<file path="src/inc/tcm_regs.svh">
/*
 * Register offsets, field positions, reset values and codes of the timer
 * capture channel. Assumes byte addresses on an 8-bit register port, one
 * 32-bit word per register.
 */
`ifndef TCM_REGS_SVH
`define TCM_REGS_SVH

`define TCM_ADDR_W 8
`define TCM_DATA_W 32
`define TCM_CNT_W 16
`define TCM_PRESC_W 16
`define TCM_EXP_W 4
`define TCM_MODE_W 9

`define TCM_OFS_MODE 8'h00
`define TCM_OFS_START 8'h04
`define TCM_OFS_STOP 8'h08
`define TCM_OFS_ENABLED 8'h0c
`define TCM_OFS_CAPTURE 8'h10
`define TCM_OFS_COUNT 8'h14
`define TCM_OFS_STATUS 8'h18
`define TCM_OFS_SWITCH 8'h1c
`define TCM_OFS_POWER 8'h20
`define TCM_OFS_PRESC 8'h24

`define TCM_TRIG_BIT 0
`define TCM_OVF_BIT 0
`define TCM_ENABLED_BIT 0
`define TCM_POWER_BIT 0
`define TCM_ROUTE_BIT 1
`define TCM_EXP0_LSB 0
`define TCM_EXP1_LSB 4

`define TCM_MODE_RESET 9'h000
`define TCM_PRESC_RESET 8'h00
`define TCM_STS_EDGE 3'h1
`define TCM_CIS_FALL 2'h0
`define TCM_CIS_RISE 2'h1
`define TCM_ROUTED_CHANNEL 1

`endif

</file>
<file path="src/inc/tcm_pkg.sv">
/*
 * Types shared by the timer capture channel modules.
 * Assumes tcm_regs.svh is on the include path.
 */
`include "tcm_regs.svh"

package tcm_pkg;

    typedef enum logic [3:0] {
        st_idle = 4'b0001,
        st_count = 4'b0010,
        st_wait = 4'b0100,
        st_measure = 4'b1000
    } tcm_state_e;

    typedef enum logic {
        opm_interval = 1'b0,
        opm_width = 1'b1
    } tcm_opmode_e;

    // Layout of the channel mode register, bit 8 down to bit 0
    typedef struct packed {
        logic operating_clock_select;
        logic [1:0] edge_select;
        logic spare;
        tcm_opmode_e opmode;
        logic [2:0] trigger_source;
        logic start_interrupt_mode_bit;
    } tcm_mode_s;

    typedef struct packed {
        logic level;
        logic rise;
        logic fall;
    } tcm_edge_s;

endpackage : tcm_pkg

</file>
<file path="src/hdl/tcm_tick_gen.sv">
/*
 * Operating clock tick generator: a free prescaler with two power-of-two
 * taps, one selected per channel. Assumes a single clock domain.
 */
`timescale 1ns/100ps
`include "tcm_regs.svh"

module tcm_tick_gen #(
    parameter int PW = `TCM_PRESC_W
) (
    input wire logic clock,
    input wire logic nrst,
    input wire logic run,
    input wire logic [`TCM_EXP_W-1:0] exp0,
    input wire logic [`TCM_EXP_W-1:0] exp1,
    input wire logic sel,
    output logic tick
);

    logic [PW-1:0] presc_reg;
    logic tick_reg;

    function automatic logic tap_hit(input logic [PW-1:0] cnt, input logic [`TCM_EXP_W-1:0] e);
        logic [PW-1:0] mask;
        mask = PW'((32'h1 << e) - 32'h1);
        return &(cnt | ~mask);
    endfunction : tap_hit

    always_ff @(posedge clock or negedge nrst) begin
        if (!nrst) begin
            presc_reg <= '0;
        end else if (!run) begin
            presc_reg <= '0;
        end else begin
            presc_reg <= presc_reg + PW'(1);
        end
    end

    always_ff @(posedge clock or negedge nrst) begin
        if (!nrst) begin
            tick_reg <= 1'b0;
        end else begin
            tick_reg <= run && (sel ? tap_hit(presc_reg, exp1) : tap_hit(presc_reg, exp0));
        end
    end

    assign tick = tick_reg;

endmodule : tcm_tick_gen

</file>
<file path="src/hdl/tcm_input_sync.sv">
/*
 * Timer input conditioning: synchronises both candidate pins, routes one,
 * samples it on the operating clock tick and reports edges.
 * Assumes pins are asynchronous to clock.
 */
`timescale 1ns/100ps
`include "tcm_regs.svh"

module tcm_input_sync (
    input wire logic clock,
    input wire logic nrst,
    input wire logic run,
    input wire logic tick,
    input wire logic route,
    input wire logic timer_input,
    input wire logic serial_receive_input,
    output tcm_pkg::tcm_edge_s edge_evt
);

    logic [1:0] pin_raw;
    logic [1:0] sync1_reg;
    logic [1:0] sync2_reg;
    logic smp_reg;
    logic prev_reg;
    logic primed_reg;
    logic strobe_reg;
    logic chosen;

    assign pin_raw = {serial_receive_input, timer_input};

    genvar i;
    generate
        for (i = 0; i < 2; i++) begin : g_sync
            always_ff @(posedge clock or negedge nrst) begin
                if (!nrst) begin
                    sync1_reg[i] <= 1'b0;
                    sync2_reg[i] <= 1'b0;
                end else begin
                    sync1_reg[i] <= pin_raw[i];
                    sync2_reg[i] <= sync1_reg[i];
                end
            end
        end
    endgenerate

    // Receive line replaces the timer pin when routed
    assign chosen = route ? sync2_reg[1] : sync2_reg[0];

    // Sampling only on the tick costs up to one operating clock of error
    always_ff @(posedge clock or negedge nrst) begin
        if (!nrst) begin
            smp_reg <= 1'b0;
            prev_reg <= 1'b0;
            primed_reg <= 1'b0;
            strobe_reg <= 1'b0;
        end else if (!run) begin
            smp_reg <= 1'b0;
            prev_reg <= 1'b0;
            primed_reg <= 1'b0;
            strobe_reg <= 1'b0;
        end else begin
            strobe_reg <= tick;
            if (tick) begin
                smp_reg <= chosen;
                // First sample primes both stages, so an idle-high line gives no false edge
                prev_reg <= primed_reg ? smp_reg : chosen;
                primed_reg <= 1'b1;
            end
        end
    end

    assign edge_evt.level = smp_reg;
    assign edge_evt.rise = strobe_reg & smp_reg & ~prev_reg;
    assign edge_evt.fall = strobe_reg & ~smp_reg & prev_reg;

endmodule : tcm_input_sync

</file>
<file path="src/hdl/tcm_channel.sv">
/*
 * One timer channel in pulse-interval capture and level-width capture modes,
 * with its register port, start/stop triggers and overflow status.
 * Assumes a register master that issues one-cycle strobes on clock and takes
 * read data in the cycle after the read strobe.
 */
// The implementer's own choices: the strobed register port and the placing of the registers.
`timescale 1ns/100ps
`include "tcm_regs.svh"

// Function
// - Interval mode start makes the counter count up from zero each count clock.
// - Interval valid edge captures count, clears counter, raises interrupt together.
// - Each capture sets overflow flag if counter wrapped that period, else clears.
// - Two or more wraps still only set overflow; captured value invalid.
// - Start write while enabled in interval mode captures, synchronised to tick.
// - Start sets enabled, clears counter next count clock, interrupt if mode bit.
// - Stop clears enabled and halts counting; counter and overflow hold.
// - Start and stop trigger bits self-clear and read back as zero.
// - Input sampled on selected operating clock; one-cycle error possible.
// - Route bit 1 feeds serial receive input into channel 1's timer input.
// - Width mode start sets enabled and waits for the start edge.
// - Width mode start edge clears counter, then counts up each count clock.
// - Width mode capture edge stores count, raises interrupt, updates overflow.
// - After width capture counter stops at capture plus one, waits again.
// - Edge select 10 measures low width, 11 measures high width.
// - Power enable low stops the unit, blocks access, holds registers initialised.
module tcm_channel #(
    parameter int CNT_W = `TCM_CNT_W,
    parameter int CHANNEL = `TCM_ROUTED_CHANNEL
) (
    input wire logic clock,
    input wire logic nrst,
    input wire logic [`TCM_ADDR_W-1:0] addr,
    input wire logic [`TCM_DATA_W-1:0] wdata,
    input wire logic wr,
    input wire logic rd,
    output logic [`TCM_DATA_W-1:0] rdata,
    input wire logic timer_input,
    input wire logic serial_receive_input,
    output logic channel_interrupt
);

    logic unit_power_enable_reg;
    tcm_pkg::tcm_mode_s channel_mode_reg;
    logic rx_to_timer_route_bit_reg;
    logic [2*`TCM_EXP_W-1:0] presc_reg;
    logic channel_enabled_flag_reg;
    tcm_pkg::tcm_state_e state_reg;
    logic [CNT_W-1:0] count_reg;
    logic [CNT_W-1:0] capture_reg;
    logic overflow_flag_reg;
    logic ovf_pend_reg;
    logic start_pend_reg;
    logic swcap_reg;
    logic irq_reg;
    logic [`TCM_DATA_W-1:0] rdata_reg;
    logic [`TCM_DATA_W-1:0] rdata_next;

    logic tick;
    tcm_pkg::tcm_edge_s edge_evt;
    logic route_eff;
    logic wr_on;
    logic start_wr;
    logic stop_wr;
    logic iv_edge;
    logic meas_high;
    logic start_edge;
    logic cap_edge;
    logic is_interval;
    logic cap_iv;
    logic cap_w;
    logic start_tick;
    logic wrap;

    function automatic logic reg_hit(input logic [`TCM_ADDR_W-1:0] a, input logic [`TCM_ADDR_W-1:0] ofs);
        return a == ofs;
    endfunction : reg_hit

    tcm_tick_gen u_tick (
        .clock(clock),
        .nrst(nrst),
        .run(unit_power_enable_reg),
        .exp0(presc_reg[`TCM_EXP0_LSB +: `TCM_EXP_W]),
        .exp1(presc_reg[`TCM_EXP1_LSB +: `TCM_EXP_W]),
        .sel(channel_mode_reg.operating_clock_select),
        .tick(tick)
    );

    // Routing exists only on the channel wired to the serial receiver
    assign route_eff = rx_to_timer_route_bit_reg && (CHANNEL == `TCM_ROUTED_CHANNEL);

    tcm_input_sync u_sync (
        .clock(clock),
        .nrst(nrst),
        .run(unit_power_enable_reg),
        .tick(tick),
        .route(route_eff),
        .timer_input(timer_input),
        .serial_receive_input(serial_receive_input),
        .edge_evt(edge_evt)
    );

    // Everything but the power bit is unreachable while the unit is off
    assign wr_on = wr && unit_power_enable_reg;
    // Triggers have no storage, so they behave as self-clearing bits
    assign start_wr = wr_on && reg_hit(addr, `TCM_OFS_START) && wdata[`TCM_TRIG_BIT];
    assign stop_wr = wr_on && reg_hit(addr, `TCM_OFS_STOP) && wdata[`TCM_TRIG_BIT];
    assign is_interval = channel_mode_reg.opmode == tcm_pkg::opm_interval;

    // Interval-mode input edges trigger only with the edge trigger source
    always_comb begin
        case (channel_mode_reg.edge_select)
            `TCM_CIS_FALL: iv_edge = edge_evt.fall;
            `TCM_CIS_RISE: iv_edge = edge_evt.rise;
            default: iv_edge = edge_evt.rise | edge_evt.fall;
        endcase
        if (channel_mode_reg.trigger_source != `TCM_STS_EDGE) begin
            iv_edge = 1'b0;
        end
    end

    // Low bit of edge select picks high level (11) or low level (10)
    assign meas_high = channel_mode_reg.edge_select[0];
    assign start_edge = meas_high ? edge_evt.rise : edge_evt.fall;
    assign cap_edge = meas_high ? edge_evt.fall : edge_evt.rise;

    assign start_tick = state_reg == tcm_pkg::st_count && start_pend_reg && tick;
    assign cap_iv = state_reg == tcm_pkg::st_count && !start_pend_reg && !stop_wr
        && (iv_edge || (swcap_reg && tick));
    assign cap_w = state_reg == tcm_pkg::st_measure && cap_edge && !stop_wr;
    assign wrap = tick && !stop_wr && &count_reg && !start_pend_reg && !cap_iv
        && (state_reg == tcm_pkg::st_count || state_reg == tcm_pkg::st_measure);

    always_ff @(posedge clock or negedge nrst) begin
        if (!nrst) begin
            unit_power_enable_reg <= 1'b0;
        end else if (wr && reg_hit(addr, `TCM_OFS_POWER)) begin
            unit_power_enable_reg <= wdata[`TCM_POWER_BIT];
        end
    end

    // Software may only touch edge select while running; not enforced here
    always_ff @(posedge clock or negedge nrst) begin
        if (!nrst) begin
            channel_mode_reg <= `TCM_MODE_RESET;
            rx_to_timer_route_bit_reg <= 1'b0;
            presc_reg <= `TCM_PRESC_RESET;
        end else if (!unit_power_enable_reg) begin
            channel_mode_reg <= `TCM_MODE_RESET;
            rx_to_timer_route_bit_reg <= 1'b0;
            presc_reg <= `TCM_PRESC_RESET;
        end else if (wr_on) begin
            if (reg_hit(addr, `TCM_OFS_MODE)) begin
                channel_mode_reg <= wdata[`TCM_MODE_W-1:0];
            end
            if (reg_hit(addr, `TCM_OFS_SWITCH)) begin
                rx_to_timer_route_bit_reg <= wdata[`TCM_ROUTE_BIT];
            end
            if (reg_hit(addr, `TCM_OFS_PRESC)) begin
                presc_reg <= wdata[2*`TCM_EXP_W-1:0];
            end
        end
    end

    // Channel control: enabled flag, mode state and pending triggers
    always_ff @(posedge clock or negedge nrst) begin
        if (!nrst) begin
            channel_enabled_flag_reg <= 1'b0;
            state_reg <= tcm_pkg::st_idle;
            start_pend_reg <= 1'b0;
            swcap_reg <= 1'b0;
        end else if (!unit_power_enable_reg) begin
            channel_enabled_flag_reg <= 1'b0;
            state_reg <= tcm_pkg::st_idle;
            start_pend_reg <= 1'b0;
            swcap_reg <= 1'b0;
        end else if (stop_wr) begin
            channel_enabled_flag_reg <= 1'b0;
            state_reg <= tcm_pkg::st_idle;
            start_pend_reg <= 1'b0;
            swcap_reg <= 1'b0;
        end else if (start_wr) begin
            if (is_interval) begin
                if (channel_enabled_flag_reg) begin
                    swcap_reg <= 1'b1;
                end else begin
                    channel_enabled_flag_reg <= 1'b1;
                    state_reg <= tcm_pkg::st_count;
                    start_pend_reg <= 1'b1;
                end
            end else if (!channel_enabled_flag_reg) begin
                // A start while enabled would corrupt a width, so it is dropped
                channel_enabled_flag_reg <= 1'b1;
                state_reg <= tcm_pkg::st_wait;
            end
        end else begin
            if (tick) begin
                start_pend_reg <= 1'b0;
                swcap_reg <= 1'b0;
            end
            case (state_reg)
                tcm_pkg::st_wait: begin
                    if (start_edge) begin
                        state_reg <= tcm_pkg::st_measure;
                    end
                end
                tcm_pkg::st_measure: begin
                    if (cap_edge) begin
                        state_reg <= tcm_pkg::st_wait;
                    end
                end
                default: begin
                end
            endcase
        end
    end

    // Counter; a stop in the same cycle wins so the held value is exact
    always_ff @(posedge clock or negedge nrst) begin
        if (!nrst) begin
            count_reg <= '0;
        end else if (!unit_power_enable_reg) begin
            count_reg <= '0;
        end else if (!stop_wr) begin
            case (state_reg)
                tcm_pkg::st_count: begin
                    if (start_tick || cap_iv) begin
                        count_reg <= '0;
                    end else if (tick) begin
                        count_reg <= count_reg + CNT_W'(1);
                    end
                end
                tcm_pkg::st_wait: begin
                    if (start_edge) begin
                        count_reg <= '0;
                    end
                end
                tcm_pkg::st_measure: begin
                    if (cap_edge || tick) begin
                        count_reg <= count_reg + CNT_W'(1);
                    end
                end
                default: begin
                end
            endcase
        end
    end

    // Pending overflow is sticky over any number of wraps; set beats clear
    always_ff @(posedge clock or negedge nrst) begin
        if (!nrst) begin
            ovf_pend_reg <= 1'b0;
        end else if (!unit_power_enable_reg) begin
            ovf_pend_reg <= 1'b0;
        end else if (wrap) begin
            ovf_pend_reg <= 1'b1;
        end else if (cap_iv || cap_w || start_tick || (state_reg == tcm_pkg::st_wait && start_edge)) begin
            ovf_pend_reg <= 1'b0;
        end
    end

    // Capture value plus one, with the flag weighted 10000h, gives the period
    always_ff @(posedge clock or negedge nrst) begin
        if (!nrst) begin
            capture_reg <= '0;
            overflow_flag_reg <= 1'b0;
        end else if (!unit_power_enable_reg) begin
            capture_reg <= '0;
            overflow_flag_reg <= 1'b0;
        end else if (cap_iv || cap_w) begin
            capture_reg <= count_reg;
            overflow_flag_reg <= ovf_pend_reg;
        end
    end

    always_ff @(posedge clock or negedge nrst) begin
        if (!nrst) begin
            irq_reg <= 1'b0;
        end else begin
            irq_reg <= unit_power_enable_reg
                && (cap_iv || cap_w || (start_tick && channel_mode_reg.start_interrupt_mode_bit));
        end
    end

    always_comb begin
        rdata_next = '0;
        if (rd && reg_hit(addr, `TCM_OFS_POWER)) begin
            rdata_next[`TCM_POWER_BIT] = unit_power_enable_reg;
        end else if (rd && unit_power_enable_reg) begin
            case (addr)
                `TCM_OFS_MODE: rdata_next = `TCM_DATA_W'(channel_mode_reg);
                `TCM_OFS_ENABLED: rdata_next[`TCM_ENABLED_BIT] = channel_enabled_flag_reg;
                `TCM_OFS_CAPTURE: rdata_next = `TCM_DATA_W'(capture_reg);
                `TCM_OFS_COUNT: rdata_next = `TCM_DATA_W'(count_reg);
                `TCM_OFS_STATUS: rdata_next[`TCM_OVF_BIT] = overflow_flag_reg;
                `TCM_OFS_SWITCH: rdata_next[`TCM_ROUTE_BIT] = rx_to_timer_route_bit_reg;
                `TCM_OFS_PRESC: rdata_next = `TCM_DATA_W'(presc_reg);
                default: rdata_next = '0;
            endcase
        end
    end

    always_ff @(posedge clock or negedge nrst) begin
        if (!nrst) begin
            rdata_reg <= '0;
        end else begin
            rdata_reg <= rdata_next;
        end
    end

    assign rdata = rdata_reg;
    assign channel_interrupt = irq_reg;
endmodule : tcm_channel

</file>
<file path="config.mk">
export PLATFORM = sky130hd
export DESIGN_NAME = tcm_channel
export DESIGN_NICKNAME = d
export VERILOG_FILES = /design/src/inc/tcm_pkg.sv /design/src/hdl/tcm_tick_gen.sv /design/src/hdl/tcm_input_sync.sv /design/src/hdl/tcm_channel.sv
export VERILOG_INCLUDE_DIRS = /design/src /design/src/inc
export SDC_FILE = /design/constraint.sdc
export NUM_CORES = 1
export LEC_CHECK = 0
export ABC_AREA = 1
export BUFFER_PORTS_ARGS = -buffer_cell sky130_fd_sc_hd__buf_2
export CORE_MARGIN = 5
export CORE_UTILIZATION = 45
export CTS_BUF_LIST = sky130_fd_sc_hd__clkbuf_4 sky130_fd_sc_hd__clkbuf_8
export DETAILED_ROUTE_END_ITERATION = 16
export GPL_ROUTABILITY_DRIVEN = 0
export PLACE_DENSITY = 0.67
export REMOVE_ABC_BUFFERS = 1
export SLEW_MARGIN = 25
export SYNTH_ARGS = -nofsm -noshare
export SYNTH_HDL_FRONTEND = slang
export SYNTH_SLANG_ARGS = --single-unit
</file>
<file path="constraint.sdc">
create_clock -name clock -period 1.7 [get_ports clock]
set_input_delay 0.34 -clock clock [delete_from_list [all_inputs] [get_ports clock]]
set_output_delay 0.34 -clock clock [all_outputs]
set_load 0.02 [all_outputs]
</file>
After elaboration in Yosys (flattened, before gate mapping). Index checks and enable logic that the tools add are counted.

Bitwise gates (word level): 11. Mux-type cells: 67. $add $sub $neg: 4. Equality and inequality tests: 34. Reductions and logical operators: 48. Shift operators: 2.

Operator list (count): 16-bit 2-to-1 mux (9); 14-bit case mux with 4 select lines (1); 16-bit case mux with 3 select lines (1); 16-bit AND reduction (3); 1-bit 2-to-1 mux (36); 16-bit by 1-bit adder with 16-bit output (second input constant) (2); 8-bit by 5-bit equality test with 1-bit output (second input constant) (4); 32-bit 2-to-1 mux (1); 4-bit 2-to-1 mux (8); 16-bit inverter (2); 16-bit bitwise OR (2); 1-bit by 4-bit << shifter with 16-bit output (first input constant) (2); 16-bit by 1-bit subtractor with 16-bit output (second input constant) (2); 31-bit 2-to-1 mux (1); 9-bit 2-to-1 mux (3); 1-bit logical AND (25); 8-bit 2-to-1 mux (3); 8-bit by 4-bit equality test with 1-bit output (second input constant) (2); 8-bit by 6-bit equality test with 1-bit output (second input constant) (2); 2-bit by 1-bit != test with 1-bit output (second input constant) (6); 4-bit by 3-bit != test with 1-bit output (second input constant) (3); 5-bit != test (second input constant) (2); 3-bit by 1-bit != test with 1-bit output (second input constant) (3); 8-bit by 3-bit equality test with 1-bit output (second input constant) (1); 25 further kinds (42).

Bits in registers: 118.

Longest topological paths before layout. Gate-level depths: netlist of run 1.

Depth after elaboration: 14. Mapped depth: 14.

Modules after synthesis. From an unflattened synthesis of run 1, not the netlist that was laid out.

Cell total of the unflattened synthesis: 896. Area, all modules: 6301.0 um^2.

By module, submodules not included: tcm_channel (seq. area each 1928.1 um^2, instances 1, area each 4455.5 um^2, cells an instance 601); tcm_tick_gen (seq. area each 400.4 um^2, instances 1, area each 1541.5 um^2, cells an instance 262); tcm_input_sync (seq. area each 200.2 um^2, instances 1, area each 304.0 um^2, cells an instance 33).

Worst setup path after synthesis of run 1. No wires, ideal clock.

Path kind: register -> register. From: reg presc_reg[7]. To: reg u_tick.tick_reg, in the netlist u_tick.tick. Arrival time: 1.797 ns. Stages on the path, launching flop included: 12. Setup time: 0.078 ns. Setup slack: -0.176 ns. Clock period less this slack: 1.876 ns. Cells stage by stage: dfrtp_1 -> nor2_1 -> nand2_1 -> ha_1 -> inv_1 -> a21oi_1 -> or2_2 -> nand3_1 -> nand2_1 -> nor2_1 -> nand2_1 -> a21oi_1.

Cells in the longest elaborated chain, start to end: 7.

Ends and longest elaborated chain: start: declaration (RTL line tcm_channel.sv:47) `` logic [2*`TCM_EXP_W-1:0] presc_reg; ``; start signal: assignment (RTL line tcm_channel.sv:148) `` presc_reg <= `TCM_PRESC_RESET; ``; start signal: assignment (RTL line tcm_channel.sv:152) `` presc_reg <= `TCM_PRESC_RESET; ``; start signal: assignment (RTL line tcm_channel.sv:161) `` presc_reg <= wdata[2*`TCM_EXP_W-1:0]; ``; 1-bit by 4-bit << shifter with 16-bit output (RTL line tcm_tick_gen.sv:25) `mask = PW'((32'h1 << e) - 32'h1);`; 16-bit by 1-bit subtractor with 16-bit output (RTL line tcm_tick_gen.sv:25); 16-bit inverter (RTL line tcm_tick_gen.sv:26) `return &(cnt | ~mask);`; 16-bit bitwise OR (RTL line tcm_tick_gen.sv:26); 16-bit AND reduction (RTL line tcm_tick_gen.sv:26); 1-bit 2-to-1 mux (RTL line tcm_tick_gen.sv:43) `tick_reg <= run && (sel ? tap_hit(presc_reg, exp1) : tap_hit(presc_reg, exp0));`; 1-bit logical AND (RTL line tcm_tick_gen.sv:43); end signal: assignment (RTL line tcm_tick_gen.sv:43); end: declaration (RTL line tcm_tick_gen.sv:21) `logic tick_reg;`.

No other way between the ends. A chain may end at the register's enable or synchronous reset.

Worst setup path in the final report of run 1.
From: reg state_reg[0]. To: reg count_reg[12].

Cells in the longest elaborated chain, start to end: 9. Elaborated cells between the ends (all ways): 18.

Ends and longest elaborated chain: start: declaration (RTL line tcm_channel.sv:49) `tcm_pkg::tcm_state_e state_reg;`; start signal: assignment (RTL line tcm_channel.sv:170) `state_reg <= tcm_pkg::st_idle;`; start signal: assignment (RTL line tcm_channel.sv:175) `state_reg <= tcm_pkg::st_idle;`; start signal: assignment (RTL line tcm_channel.sv:180) `state_reg <= tcm_pkg::st_idle;`; 4-bit by 2-bit equality test with 1-bit output (RTL line tcm_channel.sv:128, tcm_channel.sv:129, tcm_channel.sv:226); 1-bit logical AND (2 in series) (RTL line tcm_channel.sv:129) `assign cap_iv = state_reg == tcm_pkg::st_count && !start_pend_reg && !stop_wr`; 1-bit logical AND (RTL line tcm_channel.sv:130) `&& (iv_edge || (swcap_reg && tick));`; 1-bit logical OR (RTL line tcm_channel.sv:228) `if (start_tick || cap_iv) begin`; 16-bit 2-to-1 mux (RTL line tcm_channel.sv:228); 16-bit case mux with 3 select lines (RTL line tcm_channel.sv:226) `case (state_reg)`; 16-bit 2-to-1 mux (RTL line tcm_channel.sv:225) `end else if (!stop_wr) begin`; 16-bit 2-to-1 mux (RTL line tcm_channel.sv:223) `end else if (!unit_power_enable_reg) begin`; end signal: assignment (RTL line tcm_channel.sv:231) `count_reg <= count_reg + CNT_W'(1);`; end signal: assignment (RTL line tcm_channel.sv:241) `count_reg <= count_reg + CNT_W'(1);`; end: declaration (RTL line tcm_channel.sv:50) `logic [CNT_W-1:0] count_reg;`.

Several ways; a longest one is shown, not always the timed one. The select of a mux whose other input is x is not followed.

==> results of run 1 <==
[per-stage QoR]
stage / setup TNS (ns) / util, % / hold WS [ns]
6_report: -1.15 / 59.0 / 0.0477
5_1_grt: -4.25 / 59.0 / 0.0289
4_1_cts: -0.0635 / 56.0 / 0.0317
3_5_place_dp: -1.92 / 53.8 / 0.223
3_3_place_gp: -0.729 / 53.8 / 0.221
2_1_floorplan: -30.96 / - / 0.0444
[cell usage after synthesis (all sizes together)]
cell type / n / area share [%]
a211oi: 9 / 1.5
a21oi: 30 / 2.9
a22oi: 2 / 0.26
a31oi: 5 / 0.53
and2: 1 / 0.11
buf: 30 / 3.6
clkbuf: 5 / 0.32
clkinv: 1 / 0.064
conb: 1 / 0.064
dfrtp: 100 / 43
dfstp: 1 / 0.45
ha: 4 / 0.85
inv: 119 / 7.6
nand2: 196 / 13
nand3: 72 / 6.2
nand4: 18 / 1.9
nor2: 92 / 6.6
nor3: 14 / 1.5
nor3b: 1 / 0.13
nor4: 2 / 0.21
o211ai: 7 / 0.89
o21a: 1 / 0.13
o21ai: 64 / 5.5
o21bai: 2 / 0.26
o22ai: 13 / 1.4
o31ai: 1 / 0.13
o32ai: 1 / 0.15
or2: 1 / 0.11
xor2: 6 / 0.89
[worst paths after layout]
| check | start | to | cells past startpoint |
|---|---|---|---|
| max in group asynchronous | nrst | state_reg[0]$_DFFE_PN1P_ | 3 |
| min in group asynchronous | nrst | route_eff$_DFFE_PN0P_ | 2 |
| worst max register to register | state_reg[0]$_DFFE_PN1P_ | count_reg[12]$_DFFE_PN0P_ | 9 |
| worst min-delay path | serial_receive_input | u_sync.sync1_reg[1]$_DFF_PN0_ | 1 |
| worst max-delay path | state_reg[0]$_DFFE_PN1P_ | count_reg[12]$_DFFE_PN0P_ | 9 |
| worst min register to register | u_sync.sync1_reg[0]$_DFF_PN0_ | u_sync.sync2_reg[0]$_DFF_PN0_ | 0 |
[critical path, delay by kind of cell, from the launching register on]
kind | cells | cell delay [ns]
buffers and inverters | 2 | 0.28
DFF | 1 | 0.56
and+or+nand+nor | 7 | 0.89
[metal layers]
| layer | vias up | wire length (um) | track usage (%) |
|---|---|---|---|
| li1 | 2849 | - | - |
| met5 | - | 0 | 0 |
| met4 | 0 | 384 | 8.12 |
| met1 | 2694 | 7560 | 29.3 |
| met2 | 163 | 7360 | 31.1 |
| met3 | 27 | 931 | 2.62 |
[logic make-up after synthesis]
group / Yosys count / share of synthesized area, %
XOR/XNOR: 6 / 0.895
buffers and inverters: 155 / 11.6
other: 1 / 0.0639
adder cells (fa/ha/maj): 4 / 0.852
AO/OA/AOI/OAI: 135 / 13.6
AND/OR/NAND/NOR: 397 / 29.9
flip-flops: 101 / 43.1
[cells in the final DEF, fill, tap and decap left out, types with 3 or more instances in the layout]
cell type                    n
sky130_fd_sc_hd__o21ai_1    25
sky130_fd_sc_hd__ha_2        3
sky130_fd_sc_hd__buf_12      5
sky130_fd_sc_hd__o21ai_2     3
sky130_fd_sc_hd__nand2_8     3
sky130_fd_sc_hd__inv_2      13
sky130_fd_sc_hd__buf_2      38
sky130_fd_sc_hd__a31oi_1     5
sky130_fd_sc_hd__buf_4      97
sky130_fd_sc_hd__nor3_1     10
sky130_fd_sc_hd__a21oi_1    23
sky130_fd_sc_hd__nand3_1    68
sky130_fd_sc_hd__nand4_1    18
sky130_fd_sc_hd__o22ai_1    13
sky130_fd_sc_hd__a21oi_2     6
sky130_fd_sc_hd__buf_6       6
sky130_fd_sc_hd__a211oi_1    5
sky130_fd_sc_hd__o211ai_1    7
sky130_fd_sc_hd__nor2_1     66
sky130_fd_sc_hd__o21ai_0    36
sky130_fd_sc_hd__nor2_2     16
sky130_fd_sc_hd__a211oi_2    4
sky130_fd_sc_hd__nand2_2    13
sky130_fd_sc_hd__inv_1     104
sky130_fd_sc_hd__nor2_4     10
sky130_fd_sc_hd__nand2_1   176
sky130_fd_sc_hd__dfrtp_1   100
sky130_fd_sc_hd__nand3_2     4
sky130_fd_sc_hd__clkbuf_8   10
sky130_fd_sc_hd__nor3_2      3
sky130_fd_sc_hd__nand2_4     5
sky130_fd_sc_hd__xor2_1      6
sky130_fd_sc_hd__conb_1     16
[repair_timing]
action,4_1_cts,5_1_grt
pin swaps,3,11
endpoints found under the hold margin,14,0
gates cloned,0,3
setup endpoints to repair,10,46
buffers inserted,6,12
resized for setup,8,64
hold buffers,1,0
[power groups by stage]
| stage | Sequential (mW) | Combinational [mW] | Clock, mW |
|---|---|---|---|
| CTS | 3.18 | 4.00 | 1.68 |
| floorplan | 3.25 | 2.22 | 0 |
| global placement | 3.22 | 3.79 | 0 |
| global route | 3.30 | 5.13 | 1.78 |
| detailed placement | 3.23 | 3.82 | 0 |
| finish | 3.23 | 4.63 | 1.66 |
[layout make-up]
| type | count | area, sq um | share of cell area [%] |
|---|---|---|---|
| clock buffer | 10 | 138 | 1.83 |
| timing repair buffer | 150 | 1160 | 15.5 |
| sequential | 101 | 2530 | 33.7 |
| tap | 172 | 215 | 2.87 |
| multi-input combinational | 559 | 2940 | 39.1 |
| clock inverter | 6 | 67.6 | 0.901 |
| inverter | 120 | 455 | 6.07 |
==> results by group, run 1 <==
Status
  – Outcome: complete, but fails checks
  – Failing checks: setup timing

CTS
  – Clock slew at the register clock pins of the worst setup and hold paths: 0.10 ns
  – Number of buffers added by the clock tree synthesis step: 9
  – Buffer levels on the longest clock path: 2
  – Clock tree from TritonCTS: yes
  – Clock network latency to the later pin of the worst-skew pair: 0.40 ns
  – H-Tree Level Count: 3
  – CTS root buffer: sky130_fd_sc_hd__clkbuf_8
  – TritonCTS Sinks: 101

Power and ir drop
  – Total net switching power: 3.90 mW
  – Leakage power figure: 3.73 nW
  – Share of total power in sequential cells: 33.9%
  – Sum of internal, switching and leakage power: 9.52 mW
  – Clock network fraction of total power: 17.5%
  – P_int: 5.62 mW
  – Worst supply voltage drop on vdd: 0.000569 V
  – Power Dens Cells: 1270 nW/um^2
  – Switching share of total power: 40.9%
  – Proportion of power drawn by combinational gates: 48.6%

Global route
  – Aggregate global-route resource usage: 20.3%
  – Number of global-route vias before repair: 5272
  – Wire length of the first global-routing pass: 25.9 mm
  – Pin count of the biggest net entering global routing: 44
  – Remaining Overflow, GRT: 0
  – Number of antenna violations at the first check in global routing: 0

Layout
  – Total number of nets in the final design: 991
  – Filler cell count: 1200
  – Share of cells above drive strength 1: 27.0%
  – Number of antenna repair diodes: 0
  – Post-route cell area: 7500 sq um
  – Area added between synthesis and finish: 27.7%
  – Number of cells in the finished layout apart from fillers: 1118

Worst setup path
  – Crit path kind: flop to flop
  – Worst-path fanout max: 5
  – Required @ worst endpoint: 1.99 ns
  – Sort of element at the start of the critical path: flop
  – Cell Chain, Critical Path: nor2_2 -> nand3_1 -> nand2_1 -> nor3_1 -> nor2_4 -> buf_12 -> buf_4 -> nand4_1 -> nand2_1
  – Cell with the most instances on the worst path: sky130_fd_sc_hd__nand2_1
  – Register-to-register path setup slack: -0.13 ns
  – Cell type of the slowest stage on the worst timing path: sky130_fd_sc_hd__dfstp_2
  – Arrival time at the worst endpoint: 2.12 ns
  – Largest stage delay, worst path: 0.56 ns
  – Critical path endpoint category: flop

Synthesis
  – Number of distinct library cells after synthesis: 43
  – Number of synthesized register bits: 101
  – Area of the mapped netlist: 5870 sq um
  – Seq/Total Area, Yosys: 43.1%
  – Yosys warning count: 0
  – Post-synthesis instance total: 799
  – Avg Synthesized Cell Area: 7.35 sq um

Floorplan
  – Site Rows: 41
  – Initial core utilization: 46.2%
  – Die H: 124 um
  – DIE WIDTH: 124 um
  – Area enclosed by the die boundary: 15400 sq um
  – IO Count: 79
  – Std-Cell Core Area: 12700 sq um

STA
  – Post-route fraction of the period consumed by the critical path: 108%
  – Highest clock rate: 0.546 GHz
  – Final hold violations: 0
  – RSZ-0062 raised after global routing: yes
  – Worst slew margin: 48.6%
  – Setup violations, final: 17
  – Least setup slack across all paths after layout: -0.131 ns
  – Actual slew at the worst max-slew pin: 0.771 ns
  – Max Clock Skew: 0.0105 ns
  – Pins Over Slew Limit: 0
  – Time the worst path needs with I/O delays and setup: 1.83 ns

Hold path
  – Min-delay worst type: input port to flop

Flow run
  – Total of max-cap violations: 0

Route
  – Iteration-0 DRC Markers: 462
  – Routed via count divided by cell count: 5.13
  – Number of remaining DRC errors: 0
  – Detailed-route via count: 5733
  – Detailed-routing iteration count for the pre-antenna-repair pass: 5
  – Detailed-route wire length: 16.2 mm
  – Antenna-violating nets left: 0
  – Routed length per instance: 14.5 um

Place
  – Placed wire-length estimate after detailed placement: 11.7 mm
  – Setup WS pre-CTS: -0.119 ns
  – Placed cell area: 6840 sq um
  – I/O Buffers: 39
  – Dpl cells: 1081
Power figures use the tool's default switching activity.
==> inputs of run 2 (changes only) <==
- SYNTH_HIERARCHICAL: not set -> 1
==> run 2 against run 1 <==
Effect of this change:
- the flow still finishes with violations (setup timing)
- sequential power increased by 1%
- worst setup slack better by 0.023 ns
- largest power group unchanged
- sequential cell count did not move
- via count is 5.3% higher
- critical path depth increased by 3
- wire length rose by 3.5%
- clock skew rose by 0.0026 ns
- global-route usage is essentially flat
- core utilization is 3.2 points lower
- synthesized cell count is 12% higher
- hold slack got worse by 0.0030 ns
- cell area is 2.4% higher
==> results by group, run 2 <==
Place
  – Placed wire-length estimate after detailed placement: 12.2 mm
  – I/O Buffers: 39
  – Placed cell area: 7020 sq um
  – Dpl cells: 1154

Power and ir drop
  – Total net switching power: 4.29 mW
  – Leakage power figure: 3.93 nW
  – Sum of internal, switching and leakage power: 9.86 mW
  – Clock network fraction of total power: 16.6%
  – P_int: 5.57 mW
  – Power Dens Cells: 1280 nW/um^2
  – Switching share of total power: 43.5%
  – Share of total power in sequential cells: 33.2%
  – Proportion of power drawn by combinational gates: 50.3%
  – Worst supply voltage drop on vdd: 0.000676 V

Hold path
  – Min-delay worst type: input port to flop

CTS
  – Clock slew at the register clock pins of the worst setup and hold paths: 0.11 ns
  – Number of buffers added by the clock tree synthesis step: 9
  – Clock tree from TritonCTS: yes
  – H-Tree Level Count: 3
  – Buffer levels on the longest clock path: 2
  – TritonCTS Sinks: 101
  – Clock network latency to the later pin of the worst-skew pair: 0.40 ns
  – CTS root buffer: sky130_fd_sc_hd__clkbuf_8

Synthesis
  – Post-synthesis instance total: 895
  – Avg Synthesized Cell Area: 7.03 sq um
  – Yosys warning count: 6
  – Area of the mapped netlist: 6290 sq um

Route
  – Routed length per instance: 14.2 um
  – Detailed-route via count: 6035
  – Iteration-0 DRC Markers: 471
  – Routed via count divided by cell count: 5.09
  – Detailed-route wire length: 16.8 mm
  – Number of remaining DRC errors: 0
  – Antenna-violating nets left: 0
  – Detailed-routing iteration count for the pre-antenna-repair pass: 5

Worst setup path
  – Crit path kind: flop to flop
  – Sort of element at the start of the critical path: flop
  – Cell type of the slowest stage on the worst timing path: sky130_fd_sc_hd__dfrtp_1
  – Worst-path fanout max: 3
  – Arrival time at the worst endpoint: 2.14 ns
  – Largest stage delay, worst path: 0.42 ns
  – Required @ worst endpoint: 2.03 ns
  – Cell with the most instances on the worst path: sky130_fd_sc_hd__nor2_1
  – Cell Chain, Critical Path: nor2_4 -> nand3_1 -> ha_2 -> or2_4 -> nand3_2 -> nor2_1 -> nand3_1 -> nor2_1 -> nand3_1 -> nor2_1 -> nor2_1 -> nor2_1
  – Critical path endpoint category: flop

Layout
  – Filler cell count: 1344
  – Area of all sequential standard cells: 2530 sq um
  – Post-route cell area: 7680 sq um
  – Area added between synthesis and finish: 22.1%
  – Number of cells in the finished layout apart from fillers: 1186
  – Share of cells above drive strength 1: 24.6%
  – Area used by multi-input combinational logic: 3430 sq um
  – Most used cells in the layout excluding fill and tap cells: 273 x sky130_fd_sc_hd__nand2_1, 100 x sky130_fd_sc_hd__dfrtp_1, 89 x sky130_fd_sc_hd__inv_1
  – Most common cell after layout, fill and taps aside: sky130_fd_sc_hd__nand2_1
  – Number of antenna repair diodes: 0
  – Total number of nets in the final design: 1051

STA
  – Final hold violations: 0
  – Post-route fraction of the period consumed by the critical path: 106%
  – Worst hold margin: 0.0447 ns
  – Highest clock rate: 0.553 GHz
  – Pins Over Slew Limit: 0
  – Time the worst path needs with I/O delays and setup: 1.81 ns
  – Least setup slack across all paths after layout: -0.108 ns
  – Total Neg Setup Slack: -0.151 ns
  – Setup violations, final: 4
  – RSZ-0062 raised after global routing: yes
  – Max Clock Skew: 0.0132 ns

Global route
  – Number of antenna violations at the first check in global routing: 0
  – Pin count of the biggest net entering global routing: 39
  – Remaining Overflow, GRT: 0
  – Wire length of the first global-routing pass: 26.9 mm
  – Number of global-route vias before repair: 5583
  – Aggregate global-route resource usage: 20.4%

Floorplan
  – Std-Cell Core Area: 13800 sq um
  – Site Rows: 43
  – Die H: 128 um
  – IO Count: 79
  – Initial core utilization: 45.7%
  – DIE WIDTH: 128 um
  – Area enclosed by the die boundary: 16500 sq um

Status
  – Outcome: complete, but fails checks
  – Failing checks: setup timing

Flow run
  – Total of max-cap violations: 0
-- run 2: cell type report --
class                   instances  area share, %
multi-input cells             670           44.6
flip-flops and latches        101           32.9
repair buffers                120           11.9
inverters                      99           4.92
well taps                     180           2.93
clock buffers                  10           1.79
clock inverters                 6          0.928
-- run 2: final timing paths --
path                                                    start                            end  slack (ns)  cells past startpoint
worst max register to register       presc_reg[2]$_DFFE_PN0P_          u_tick/tick$_DFF_PN0_       -0.11                     12
min in group asynchronous                                nrst  u_tick/presc_reg[7]$_DFF_PN0_        0.32                      2
max in group asynchronous                                nrst            rdata[12]$_DFF_PN0_        0.80                      3
worst max-delay path                 presc_reg[2]$_DFFE_PN0P_          u_tick/tick$_DFF_PN0_       -0.11                     12
worst min-delay path                              timer_input  u_sync/sync1_reg[0]$_DFF_PN0_        0.04                      1
worst min register to register  u_sync/sync1_reg[1]$_DFF_PN0_  u_sync/sync2_reg[1]$_DFF_PN0_        0.36                      0
-- run 2: what timing repair did --
| item | CTS | global route |
|---|---|---|
| pin swaps | 17 | 35 |
| hold buffers | 1 | 0 |
| hold endpoints to repair | 40 | 0 |
| gates cloned | 0 | 5 |
| gates resized for setup | 14 | 58 |
| setup buffers | 6 | 5 |
| endpoints found under the setup margin | 17 | 44 |
-- run 2: metal layers --
metal | wire (um) | part of all wire (%) | global-route usage (%) | vias to the layer above
met5 | 0 | 0 | 0 | -
met4 | 263 | 1.6 | 5.99 | 0
met3 | 972 | 5.8 | 4.46 | 20
met2 | 8100 | 48 | 33.6 | 159
met1 | 7470 | 44 | 27.0 | 2805
li1 | - | - | - | 3051
-- run 2: critical path, delay by kind of cell, from the launching register on --
family,cells,cell delay (ns)
flops,1,0.42
fa+ha+maj,1,0.34
simple gates,11,0.97
-- run 2: per-stage QoR --
stage	util, %	setup slack [ns]
2_1_floorplan	-	-0.614
3_3_place_gp	51.0	-0.117
3_5_place_dp	51.0	-0.149
4_1_cts	53.3	-0.102
5_1_grt	55.8	-0.275
6_report	55.8	-0.108
-- run 2: power groups by stage --
stage / clock network [mW] / registers (mW) / logic, mW
floorplan: 0 / 3.33 / 2.61
global placement: 0 / 3.29 / 4.13
detailed placement: 0 / 3.29 / 4.20
CTS: 1.68 / 3.25 / 4.44
global route: 1.77 / 3.33 / 5.49
finish: 1.64 / 3.27 / 4.96
